### config.mk
export PLATFORM = sky130hd
export DESIGN_NAME = tolb_top
export DESIGN_NICKNAME = d
export VERILOG_FILES = /design/src/verilog/tolb_trig_sync.v /design/src/verilog/tolb_top.v
export VERILOG_INCLUDE_DIRS = /design/src /design/src/verilog
export SDC_FILE = /design/constraint.sdc
export NUM_CORES = 1
export LEC_CHECK = 0
export ABC_CLOCK_PERIOD_IN_PS = 9400
export BUFFER_PORTS_ARGS = -buffer_cell sky130_fd_sc_hd__buf_2
export CORE_ASPECT_RATIO = 1.75
export CORE_MARGIN = 10
export CORE_UTILIZATION = 35
export CTS_BUF_LIST = sky130_fd_sc_hd__clkbuf_4 sky130_fd_sc_hd__clkbuf_8
export DETAILED_ROUTE_END_ITERATION = 7
export PLACE_DENSITY_LB_ADDON = 0.08
export RECOVER_POWER = 50
export SLEW_MARGIN = 20
export SYNTH_ARGS = -nofsm -noshare
export SYNTH_HDL_FRONTEND = slang
export SYNTH_SLANG_ARGS = --single-unit
### constraint.sdc
create_clock -name i_clk -period 9.4 [get_ports i_clk]
set_clock_uncertainty 0.05 [all_clocks]
set_input_delay 0.47 -clock i_clk [delete_from_list [all_inputs] [get_ports i_clk]]
set_output_delay 0.47 -clock i_clk [all_outputs]
set_load 0.02 [all_outputs]
### src/verilog/tolb_defines.vh
// Register offsets, field positions and reset values of the triggered output latch bank
`ifndef TOLB_DEFINES_VH
`define TOLB_DEFINES_VH
`define TOLB_OFS_G0_LOW     3'h0
`define TOLB_OFS_G0_HIGH    3'h1
`define TOLB_OFS_G1_LOW     3'h2
`define TOLB_OFS_TRIG       3'h3
`define TOLB_OFS_G1_HIGH    3'h4
`define TOLB_OFS_G2_LOW     3'h5
`define TOLB_OFS_G2_HIGH    3'h6
`define TOLB_OFS_UNDERRUN   3'h7
`define TOLB_BIT_IMMEDIATE  0
`define TOLB_BIT_FALL_DIS   1
`define TOLB_BIT_EDGE_SEEN  2
`define TOLB_RST_IMMEDIATE  1'h0
`define TOLB_RST_FALL_DIS   1'h0
`define TOLB_RST_OUTPUTS    48'h000000000000
`define TOLB_RST_GROUP      16'h0000
`define TOLB_RST_TALLY      4'h0
`define TOLB_RST_EDGE_SEEN  1'h0
`define TOLB_RST_RDATA      8'h00
`define TOLB_TALLY_MAX      4'hF
`endif

### src/verilog/tolb_trig_sync.v
// Trigger input synchroniser with rising and falling edge pulses
`timescale 1ns/1ps
module tolb_trig_sync (
	input  wire i_clk,
	input  wire i_rst,
	input  wire i_trig,
	output reg  o_rise,
	output reg  o_fall
);
	reg meta;
	reg stable;
	reg prev;

	// Two flops before any logic; the edge detector looks only at the second
	always @(posedge i_clk or posedge i_rst) begin
		if (i_rst) begin
			meta   <= 1'b0;
			stable <= 1'b0;
			prev   <= 1'b0;
			o_rise <= 1'b0;
			o_fall <= 1'b0;
		end else begin
			meta   <= i_trig;
			stable <= meta;
			prev   <= stable;
			o_rise <= stable & ~prev;
			o_fall <= ~stable & prev;
		end
	end
endmodule

### src/verilog/tolb_top.v
// Triggered output latch bank: byte register port, trigger buffering, under-run tally
// Behaviour
// - Register block decodes eight consecutive byte offsets from an eight-byte aligned base.
// - Card registers live in the I/O region selected by i_bar2_sel.
// - Offset zero writes group zero bits 0-7, bit n to output n.
// - Offset one writes group zero bits 8-15, data bit 0 to output 8.
// - Offset two writes group one bits 0-7.
// - Offsets four, five, six write group one high, group two low, high.
// - Offset three is trigger control on write, trigger status on read.
// - Immediate mode drives a written byte to outputs at once.
// - Trigger mode buffers writes; rising trigger edge copies buffer to outputs.
// - Bit 0 at offset three: 0 trigger mode, 1 immediate; reads back.
// - Trigger mode, bit 1 zero: falling edge clears outputs and buffer.
// - Status bit 2 sets on rising trigger edge, clears when offset three read.
// - Four-bit tally of rising edges without output write since last; clears on read.
`timescale 1ns/1ps
`include "tolb_defines.vh"
module tolb_top (
	input  wire        i_clk,
	input  wire        i_rst,
	input  wire        i_bar2_sel,
	input  wire [15:0] i_addr,
	input  wire        i_wr,
	input  wire        i_rd,
	input  wire [7:0]  i_wdata,
	input  wire        i_ext_trigger,
	output reg  [7:0]  o_rdata,
	output reg  [15:0] o_group0_output_bit,
	output reg  [15:0] o_group1_output_bit,
	output reg  [15:0] o_group2_output_bit
);
	reg  [47:0] buffer;
	reg         immediate_select;
	reg         falling_clear_disable;
	reg         rising_edge_seen;
	reg  [3:0]  underrun_tally;
	reg         written_since_edge;
	wire        trig_rise;
	wire        trig_fall;
	wire        hit;
	wire [2:0]  ofs;
	wire        wr_hit;
	wire        rd_hit;
	wire        out_write;
	reg  [47:0] next_buffer;
	reg  [7:0]  next_rdata;

	// Maps a byte offset to its lane in the 48-bit output image, 7 for none
	function [2:0] lane_of;
		input [2:0] o;
		begin
			case (o)
				`TOLB_OFS_G0_LOW:  lane_of = 3'h0;
				`TOLB_OFS_G0_HIGH: lane_of = 3'h1;
				`TOLB_OFS_G1_LOW:  lane_of = 3'h2;
				`TOLB_OFS_G1_HIGH: lane_of = 3'h3;
				`TOLB_OFS_G2_LOW:  lane_of = 3'h4;
				`TOLB_OFS_G2_HIGH: lane_of = 3'h5;
				default:           lane_of = 3'h7;
			endcase
		end
	endfunction

	tolb_trig_sync u_sync (
		.i_clk  (i_clk),
		.i_rst  (i_rst),
		.i_trig (i_ext_trigger),
		.o_rise (trig_rise),
		.o_fall (trig_fall)
	);

	// Low three address bits select the register; upper bits are the aligned base
	assign hit       = i_bar2_sel;
	assign ofs       = i_addr[2:0];
	assign wr_hit    = hit & i_wr;
	assign rd_hit    = hit & i_rd;
	assign out_write = wr_hit & (lane_of(ofs) != 3'h7);

	// Buffer image: a write overwrites its byte lane, so the last write wins
	always @* begin
		next_buffer = buffer;
		if (out_write) begin
			case (lane_of(ofs))
				3'h0:    next_buffer[7:0]   = i_wdata;
				3'h1:    next_buffer[15:8]  = i_wdata;
				3'h2:    next_buffer[23:16] = i_wdata;
				3'h3:    next_buffer[31:24] = i_wdata;
				3'h4:    next_buffer[39:32] = i_wdata;
				3'h5:    next_buffer[47:40] = i_wdata;
				default: next_buffer = buffer;
			endcase
		end
	end

	// Buffer and outputs; a write in the same cycle as a rising edge is not lost
	always @(posedge i_clk or posedge i_rst) begin
		if (i_rst) begin
			buffer              <= `TOLB_RST_OUTPUTS;
			o_group0_output_bit <= `TOLB_RST_GROUP;
			o_group1_output_bit <= `TOLB_RST_GROUP;
			o_group2_output_bit <= `TOLB_RST_GROUP;
		end else if (immediate_select) begin
			buffer              <= next_buffer;
			o_group0_output_bit <= next_buffer[15:0];
			o_group1_output_bit <= next_buffer[31:16];
			o_group2_output_bit <= next_buffer[47:32];
		end else if (trig_rise) begin
			buffer              <= next_buffer;
			o_group0_output_bit <= buffer[15:0];
			o_group1_output_bit <= buffer[31:16];
			o_group2_output_bit <= buffer[47:32];
		end else if (trig_fall && !falling_clear_disable) begin
			buffer              <= `TOLB_RST_OUTPUTS;
			o_group0_output_bit <= 16'h0000;
			o_group1_output_bit <= 16'h0000;
			o_group2_output_bit <= 16'h0000;
		end else begin
			buffer <= next_buffer;
		end
	end

	// Control bits written at offset three
	always @(posedge i_clk or posedge i_rst) begin
		if (i_rst) begin
			immediate_select      <= `TOLB_RST_IMMEDIATE;
			falling_clear_disable <= `TOLB_RST_FALL_DIS;
		end else if (wr_hit && ofs == `TOLB_OFS_TRIG) begin
			immediate_select      <= i_wdata[`TOLB_BIT_IMMEDIATE];
			falling_clear_disable <= i_wdata[`TOLB_BIT_FALL_DIS];
		end
	end

	// Edge flag: a set in the same cycle as the read-clear wins
	always @(posedge i_clk or posedge i_rst) begin
		if (i_rst) begin
			rising_edge_seen <= `TOLB_RST_EDGE_SEEN;
		end else if (trig_rise) begin
			rising_edge_seen <= 1'b1;
		end else if (rd_hit && ofs == `TOLB_OFS_TRIG) begin
			rising_edge_seen <= 1'b0;
		end
	end

	// Under-run tally saturates at fifteen rather than wrapping to a misleading small count
	always @(posedge i_clk or posedge i_rst) begin
		if (i_rst) begin
			underrun_tally     <= `TOLB_RST_TALLY;
			written_since_edge <= 1'b0;
		end else begin
			if (trig_rise) begin
				written_since_edge <= out_write;
			end else if (out_write) begin
				written_since_edge <= 1'b1;
			end
			if (trig_rise && !written_since_edge && !out_write) begin
				if (rd_hit && ofs == `TOLB_OFS_UNDERRUN) begin
					underrun_tally <= 4'h1;
				end else if (underrun_tally != `TOLB_TALLY_MAX) begin
					underrun_tally <= underrun_tally + 4'h1;
				end
			end else if (rd_hit && ofs == `TOLB_OFS_UNDERRUN) begin
				underrun_tally <= 4'h0;
			end
		end
	end

	// Read data, registered; write-only offsets read zero
	always @* begin
		next_rdata = 8'h00;
		case (ofs)
			`TOLB_OFS_TRIG:     next_rdata = {5'h00, rising_edge_seen, falling_clear_disable,
			                                  immediate_select};
			`TOLB_OFS_UNDERRUN: next_rdata = {4'h0, underrun_tally};
			default:            next_rdata = 8'h00;
		endcase
	end

	always @(posedge i_clk or posedge i_rst) begin
		if (i_rst) begin
			o_rdata <= `TOLB_RST_RDATA;
		end else if (rd_hit) begin
			o_rdata <= next_rdata;
		end
	end
endmodule

==> impl_results.rst, run 1 <==
.. list-table::
   :header-rows: 1

   * - Metric
     - Value
   * - Crit Reg-Reg Startpoint
     - u_sync.o_rise$_DFF_PP0_
   * - Gr usage total
     - 0.1440
   * - Number of max-slew violations in the final report
     - 202
   * - Status
     - finished, violations left
   * - Number of input and output port buffers inserted
     - 68
   * - Share of the yosys chip area belonging to registers
     - 0.5698
   * - Number of diodes added for antenna fixing
     - 0
   * - Async set-or-reset flop fraction in the synthesized netlist
     - 1.000
   * - Yosys warning total
     - 0
   * - Final period utilization
     - 0.5407
   * - Share of total power in combinational logic
     - 0.225
   * - Path type of the worst min-delay path
     - input pin to register
   * - CTS sink cnt
     - 113
   * - Max frequency
     - 0.1967 GHz
   * - Distinct cell type count of the synthesized netlist
     - 34
   * - Critical path capture point type
     - register
   * - Pin count of the biggest net entering global routing
     - 86
   * - Failing checks
     - capacitance limit, slew limit
   * - Buffer depth of the longest clock path
     - 2
   * - First-pass DRT Iterations
     - 4
   * - Ranking of synthesized cells by instance count
     - sky130_fd_sc_hd__dfrtp_1, sky130_fd_sc_hd__mux2i_1, sky130_fd_sc_hd__nor2_1
   * - Length in cells of the worst reg-to-reg path
     - 5
   * - Layout overhead on the synthesized area
     - 17.25%
   * - CTS HTree Levels
     - 4
   * - Number of gates given a new drive strength after cts
     - 0
   * - Via count
     - 3563
   * - Share of total power consumed by net switching
     - 0.3191
   * - Cell type with the highest aggregate area in the netlist
     - sky130_fd_sc_hd__dfrtp_1
   * - Global-route track usage on met1
     - 0.1666
   * - Most area-consuming cells after synthesis
     - sky130_fd_sc_hd__dfrtp_1, sky130_fd_sc_hd__mux2i_1, sky130_fd_sc_hd__a221oi_1
   * - Die outline area
     - 19530 µm²
   * - Cell with the most instances after synthesis
     - sky130_fd_sc_hd__dfrtp_1
   * - CP required
     - 9590 ps
   * - Sum of routed wire length over all layers
     - 13.41 mm
   * - Number of nets in the finished design
     - 522
   * - Syn Std Cell Area
     - 4962 µm²
   * - Final total power
     - 1542 µW
   * - Count of hold buffers inserted by post-cts repair
     - 0
   * - Placement Rows
     - 57
   * - First DRT Iteration DRCs
     - 247
   * - Die width
     - 110.0 µm
   * - Startpoint types
     - register
   * - Top-area cell type share of the netlist area
     - 0.5698
   * - Clock root buffer
     - sky130_fd_sc_hd__clkbuf_8
   * - Cell area power density
     - 265.1 nW/µm²
   * - Int Power
     - 1050 µW
   * - Die height
     - 177.5 µm
   * - Setup violation total in the final timing report
     - 0
   * - Vias/cell
     - 5.232
   * - Relative contribution of the clock network to total power
     - 0.351
   * - Number of synthesized register bits
     - 113
   * - Met3 track demand over resource in global routing
     - 0.03705
   * - Routed wire length per instance
     - 19.70 µm
   * - Number of remaining DRC errors
     - 0
   * - WP data arrival
     - 5270 ps
   * - Clock buffer count from CTS
     - 17
   * - VDD IR-drop max
     - 0.1088 mV
   * - Endpoints failing hold
     - 0
   * - WS Path Type
     - register to register
   * - Mean Syn Cell Area
     - 11.46 µm²
   * - Actual slew at the worst max-slew pin
     - 4013 ps
   * - Slew Limit Headroom
     - -1.676
   * - Overflow after GRT
     - 0
   * - Reported max-cap violation count
     - 3
   * - Insertion delay to the later sink of the worst-skew pair
     - 420 ps
   * - Share of post-route cells with drive strength above 1
     - 0.1230
   * - IO Pins
     - 86
   * - Placeable core region
     - 13910 µm²
   * - Reg-to-reg slack, setup
     - 4320 ps
   * - Clock tree from TritonCTS
     - yes
   * - Sw power
     - 492.2 µW
   * - Starting Density
     - 0.3568
   * - Clock period minus worst slack
     - 5083 ps
   * - Post-synth EDFFs
     - 0
   * - Vias in the first global route
     - 3832
   * - Sequential share of power
     - 0.424
   * - Layout filler cell count
     - 1410
   * - Initial antenna violation count
     - 0
   * - Hold endpoint
     - u_sync.meta$_DFF_PP0_
   * - Number of buffers inserted by post-CTS setup repair
     - 0
   * - Post-detailed-route count of antenna-violating nets
     - 0
   * - Cell count after synthesis
     - 433
   * - Setup repair after global routing missed its margin
     - false
   * - First-pass GRT wire length
     - 21.56 mm
   * - Number of cells on the worst hold path
     - 1
   * - Post-detail-place hpwl
     - 8.484 mm
   * - Top_reg_cell synth
     - sky130_fd_sc_hd__dfrtp_1
   * - Met2 Resource Use GR
     - 0.2512
   * - Static leakage
     - 0.002847 µW
   * - Layer with the highest usage
     - met2
   * - Clock-pin transition on the worst setup and hold timing paths
     - 70 ps
   * - Capturing point of the worst reg2reg path
     - o_group0_output_bit[10]$_DFFE_PP0P_
   * - Worst-path fanout max
     - 85
   * - Aggregate negative setup slack
     - 0 ps
   * - Gp weighted congestion
     - 0.7123
   * - Launch point of the worst hold path
     - i_ext_trigger
final cells by class:
| class | count | area (µm²) | share of cell area |
|---|---|---|---|
| clock buffer | 22 | 296.5 | 0.05097 |
| clock inverter | 10 | 178.9 | 0.03075 |
| inverter | 4 | 16.27 | 0.002796 |
| multi-input combinational | 280 | 1957 | 0.3363 |
| sequential | 113 | 2829 | 0.4862 |
| tap | 177 | 221.5 | 0.03806 |
| timing repair buffer | 75 | 319.1 | 0.05484 |
worst max path at each step:
stage / cells after the start / end / startpoint / slack [ps]
floorplan: 1 / buffer[0]$_DFF_PP0_ / i_rst / 5890
global placement: 5 / o_group0_output_bit[9]$_DFFE_PP0P_ / falling_clear_disable$_DFFE_PP0P_ / 6960
detailed placement: 5 / o_group0_output_bit[11]$_DFFE_PP0P_ / falling_clear_disable$_DFFE_PP0P_ / 6890
CTS: 5 / o_group0_output_bit[11]$_DFFE_PP0P_ / falling_clear_disable$_DFFE_PP0P_ / 6880
global route: 3 / o_group1_output_bit[13]$_DFFE_PP0P_ / i_rst / 3460
finish: 5 / o_group0_output_bit[10]$_DFFE_PP0P_ / u_sync.o_rise$_DFF_PP0_ / 4320
metrics by stage:
| stage | cell area, µm² | util | hold WS (ps) | instances | setup slack (ps) |
|---|---|---|---|---|---|
| 2_1_floorplan | 4974 | - | 281.2 | 436 | 5893 |
| 3_3_place_gp | 5419 | 0.3897 | 294.5 | 649 | 6963 |
| 3_5_place_dp | 5419 | 0.3897 | 291.1 | 649 | 6891 |
| 4_1_cts | 5894 | 0.4238 | 40.00 | 681 | 6879 |
| 5_1_grt | 5818 | 0.4184 | 65.96 | 681 | 3462 |
| 6_report | 5818 | 0.4184 | 98.93 | 681 | 4317 |
critical path, cell delays in order (launching register included):
cell and delay [ps]:
sky130_fd_sc_hd__dfrtp_2 350, sky130_fd_sc_hd__clkbuf_1 2730, sky130_fd_sc_hd__nor2b_1 870, sky130_fd_sc_hd__buf_4 460, sky130_fd_sc_hd__a221oi_1 290, sky130_fd_sc_hd__a21oi_1 80
cells in the final DEF (no fill, tap or decap), drive strengths merged, types with 2 or more instances in the layout:
cell / netlist / routed
a21oi: 34 / 34
a221oi: 32 / 32
a22oi: 16 / 16
buf: 20 / 20
bufinv: 0 / 5
clkbuf: 19 / 77
clkinv: 0 / 5
conb: 1 / 4
dfrtp: 113 / 113
inv: 4 / 3
mux2: 2 / 2
mux2i: 69 / 69
nand2: 7 / 7
nand2b: 4 / 4
nand3: 2 / 2
nor2: 52 / 52
nor2b: 36 / 36
o211ai: 2 / 2
o21ai: 6 / 6
or3: 2 / 2
kinds of logic (layout without fill, tap and decap cells):
group,count (synthesis),count (layout),synth area share
and+or+nand+nor,111,111,0.1135
buffers and inverters,43,111,0.04085
AOI/OAI and AO/OA,93,93,0.1288
other,1,4,0.0007557
DFF,113,113,0.5698
muxes,71,71,0.1437
adders and majority gates,1,1,0.002521
metal layers:
layer	share of wire	vias to the layer above
met1	0.42	1841
met2	0.54	53
met5	0	-
met3	0.032	8
met4	0.0090	0
li1	-	1661
power by group through the flow:
stage | Sequential, µW | Clock [µW] | Combinational [µW]
final | 654 | 541 | 347
after global routing | 668 | 577 | 388
after CTS | 654 | 556 | 371
after detailed placement | 662 | 0 | 370
after global placement | 660 | 0 | 363
after floorplan | 708 | 0 | 189
state kept, by name (all words and copies together), names as in the netlist, 4 cells and up:
name,cells
o_group0_output_bit,16
o_group2_output_bit,16
o_rdata,4
buffer,48
o_group1_output_bit,16
underrun_tally,4
(Power assumes the default switching activity.)
==> run 2: changes to the inputs <==
--- a/config.mk
+++ b/config.mk
@@ -6,7 +6,7 @@
 export SDC_FILE = /design/constraint.sdc
 export NUM_CORES = 1
 export LEC_CHECK = 0
-export ABC_CLOCK_PERIOD_IN_PS = 9400
+export ABC_CLOCK_PERIOD_IN_PS = 5000
 export BUFFER_PORTS_ARGS = -buffer_cell sky130_fd_sc_hd__buf_2
 export CORE_ASPECT_RATIO = 1.75
 export CORE_MARGIN = 10
==> constraint.sdc (replaced) <==
create_clock -name i_clk -period 5 [get_ports i_clk]
set_clock_uncertainty 0.05 [all_clocks]
set_input_delay 0.25 -clock i_clk [delete_from_list [all_inputs] [get_ports i_clk]]
set_output_delay 0.25 -clock i_clk [all_outputs]
set_load 0.02 [all_outputs]
==> impl_results.rst, run 2 (synthesis results as in run 1) <==
.. list-table::
   :header-rows: 1

   * - Metric
     - Value
   * - Die width
     - 110.0 µm
   * - Count of hold buffers inserted by post-cts repair
     - 2
   * - Clock-pin transition on the worst setup and hold timing paths
     - 70 ps
   * - Sw power
     - 950.1 µW
   * - Number of gates given a new drive strength after cts
     - 0
   * - Path type of the worst min-delay path
     - input pin to register
   * - Share of post-route cells with drive strength above 1
     - 0.1285
   * - Relative contribution of the clock network to total power
     - 0.348
   * - WS Path Type
     - input pin to async pin
   * - Slew Limit Headroom
     - -1.065
   * - Max FFs per register
     - 48
   * - CP required
     - 5430 ps
   * - Post-detailed-route count of antenna-violating nets
     - 0
   * - VDD IR-drop max
     - 0.2018 mV
   * - Gr usage total
     - 0.1446
   * - Static leakage
     - 0.002831 µW
   * - Share of total power in combinational logic
     - 0.235
   * - Initial antenna violation count
     - 0
   * - Buffer depth of the longest clock path
     - 2
   * - Layout overhead on the synthesized area
     - 17.80%
   * - Die outline area
     - 19530 µm²
   * - Insertion delay to the later sink of the worst-skew pair
     - 420 ps
   * - Worst-path fanout max
     - 68
   * - Clock buffer count from CTS
     - 17
   * - First-pass DRT Iterations
     - 4
   * - Number of diodes added for antenna fixing
     - 0
   * - Highest routed layer
     - met4
   * - Routed wire length per instance
     - 19.68 µm
   * - CTS sink cnt
     - 113
   * - Die height
     - 177.5 µm
   * - Cell Count, Final, Fillers Out
     - 683
   * - Pin count of the biggest net entering global routing
     - 83
   * - Aggregate negative setup slack
     - 0 ps
   * - Clock tree from TritonCTS
     - yes
   * - WP data arrival
     - 3420 ps
   * - Placement Rows
     - 57
   * - Int Power
     - 1952 µW
   * - Number of remaining DRC errors
     - 0
   * - Share of total power consumed by net switching
     - 0.3273
   * - Startpoint types
     - input pin
   * - First DRT Iteration DRCs
     - 225
   * - Reported max-cap violation count
     - 2
   * - Status
     - finished, violations left
   * - Met3 routed WL
     - 554 µm
   * - Placeable core region
     - 13910 µm²
   * - Setup repair after global routing missed its margin
     - false
   * - IO Pins
     - 86
   * - Starting Density
     - 0.3568
   * - M1 wire length
     - 5.699 mm
   * - Post-detail-place hpwl
     - 8.609 mm
   * - Critical path capture point type
     - async pin
   * - Most frequent cells in the layout
     - sky130_fd_sc_hd__dfrtp_1, sky130_fd_sc_hd__mux2i_1, sky130_fd_sc_hd__clkbuf_1
   * - Cell area power density
     - 496.5 nW/µm²
   * - Routed wl met2
     - 7.006 mm
   * - Most common library cell in the layout ignoring fill and taps
     - sky130_fd_sc_hd__dfrtp_1
   * - Number of max-slew violations in the final report
     - 152
   * - Failing checks
     - capacitance limit, slew limit
   * - Sequential share of power
     - 0.417
   * - Clock period minus worst slack
     - 2989 ps
   * - Max frequency
     - 0.3345 GHz
   * - Sum of routed wire length over all layers
     - 13.44 mm
   * - Vias/cell
     - 5.240
   * - Via count
     - 3579
   * - DP Cell Count
     - 649
   * - Number of input and output port buffers inserted
     - 68
   * - Vias in the first global route
     - 3809
   * - Overflow after GRT
     - 0
   * - Endpoints failing hold
     - 0
   * - Clock root buffer
     - sky130_fd_sc_hd__clkbuf_8
   * - Actual slew at the worst max-slew pin
     - 3080 ps
   * - Number of buffers inserted by post-CTS setup repair
     - 0
   * - Gp weighted congestion
     - 0.7366
   * - Setup violation total in the final timing report
     - 0
   * - Final period utilization
     - 0.5979
   * - Number of nets in the finished design
     - 524
   * - Largest register by flop count
     - buffer
   * - CTS HTree Levels
     - 4
   * - First-pass GRT wire length
     - 21.54 mm
run 2: changes by cell type in the layout (fill, tap and decap cells not counted), moves of 2 or more:
cell | before | now
sky130_fd_sc_hd__clkinv_2 | 4 | 1
sky130_fd_sc_hd__clkbuf_8 | 21 | 19
sky130_fd_sc_hd__clkbuf_1 | 55 | 53
sky130_fd_sc_hd__clkinvlp_4 | 0 | 6
sky130_fd_sc_hd__dlygate4sd3_1 | 0 | 2
run 2: through the flow:
step / utilization / total power [µW] / hold WS (ps) / setup WS [ps] / instance area (µm²)
after floorplan: - / 1685 / 231.4 / 1713 / 4974
after global routing: 0.4203 / 3082 / 164.5 / 1449 / 5846
after CTS: 0.4254 / 2972 / 141.6 / 2357 / 5916
final: 0.4203 / 2903 / 162.0 / 2011 / 5846
after detailed placement: 0.3901 / 1945 / 296.9 / 2396 / 5425
after global placement: 0.3897 / 1924 / 304.8 / 2207 / 5419
run 2: path summary, 6_finish.rpt:
kind                                         startpoint                                 end  slack, ps  depth (start not counted)
worst min-delay path                               i_rd              o_rdata[2]$_DFFE_PP0P_        160                          4
worst max-delay path                              i_rst        immediate_select$_DFFE_PP0P_       2010                          4
min in group asynchronous                         i_rst  o_group2_output_bit[9]$_DFFE_PP0P_       1190                          3
max in group i_clk              u_sync.o_rise$_DFF_PP0_  o_group0_output_bit[9]$_DFFE_PP0P_       2340                          5
worst min register to register    u_sync.meta$_DFF_PP0_             u_sync.stable$_DFF_PP0_        310                          0
worst max register to register  u_sync.o_rise$_DFF_PP0_  o_group0_output_bit[9]$_DFFE_PP0P_       2340                          5
run 2: layer usage:
layer,vias up,global-route usage
met3,11,0.04214
met2,72,0.2401
met1,1833,0.1754
met4,0,0.04194
li1,1663,-
met5,-,0
run 2: critical path: stages:
cell                            delay, ps
sky130_fd_sc_hd__dlygate4sd3_1        530
sky130_fd_sc_hd__buf_2                120
sky130_fd_sc_hd__clkinvlp_2          1710
sky130_fd_sc_hd__buf_4                740
run 2: cell type report:
cell class              instances  area, µm²
repair buffers                 77      344.1
clock inverters                13      209.0
fillers                      1401       8061
inverters                       4      16.27
clock buffers                  19      261.5
multi-input cells             280       1963
flip-flops and latches        113       2830
well taps                     177      221.5
run 2: power by group through the flow:
stage,clock network (µW),logic [µW],registers (µW)
after CTS,1040,722,1210
after detailed placement,0,717,1230
final,1010,681,1210
after floorplan,0,355,1330
after global routing,1090,760,1240
after global placement,0,699,1220
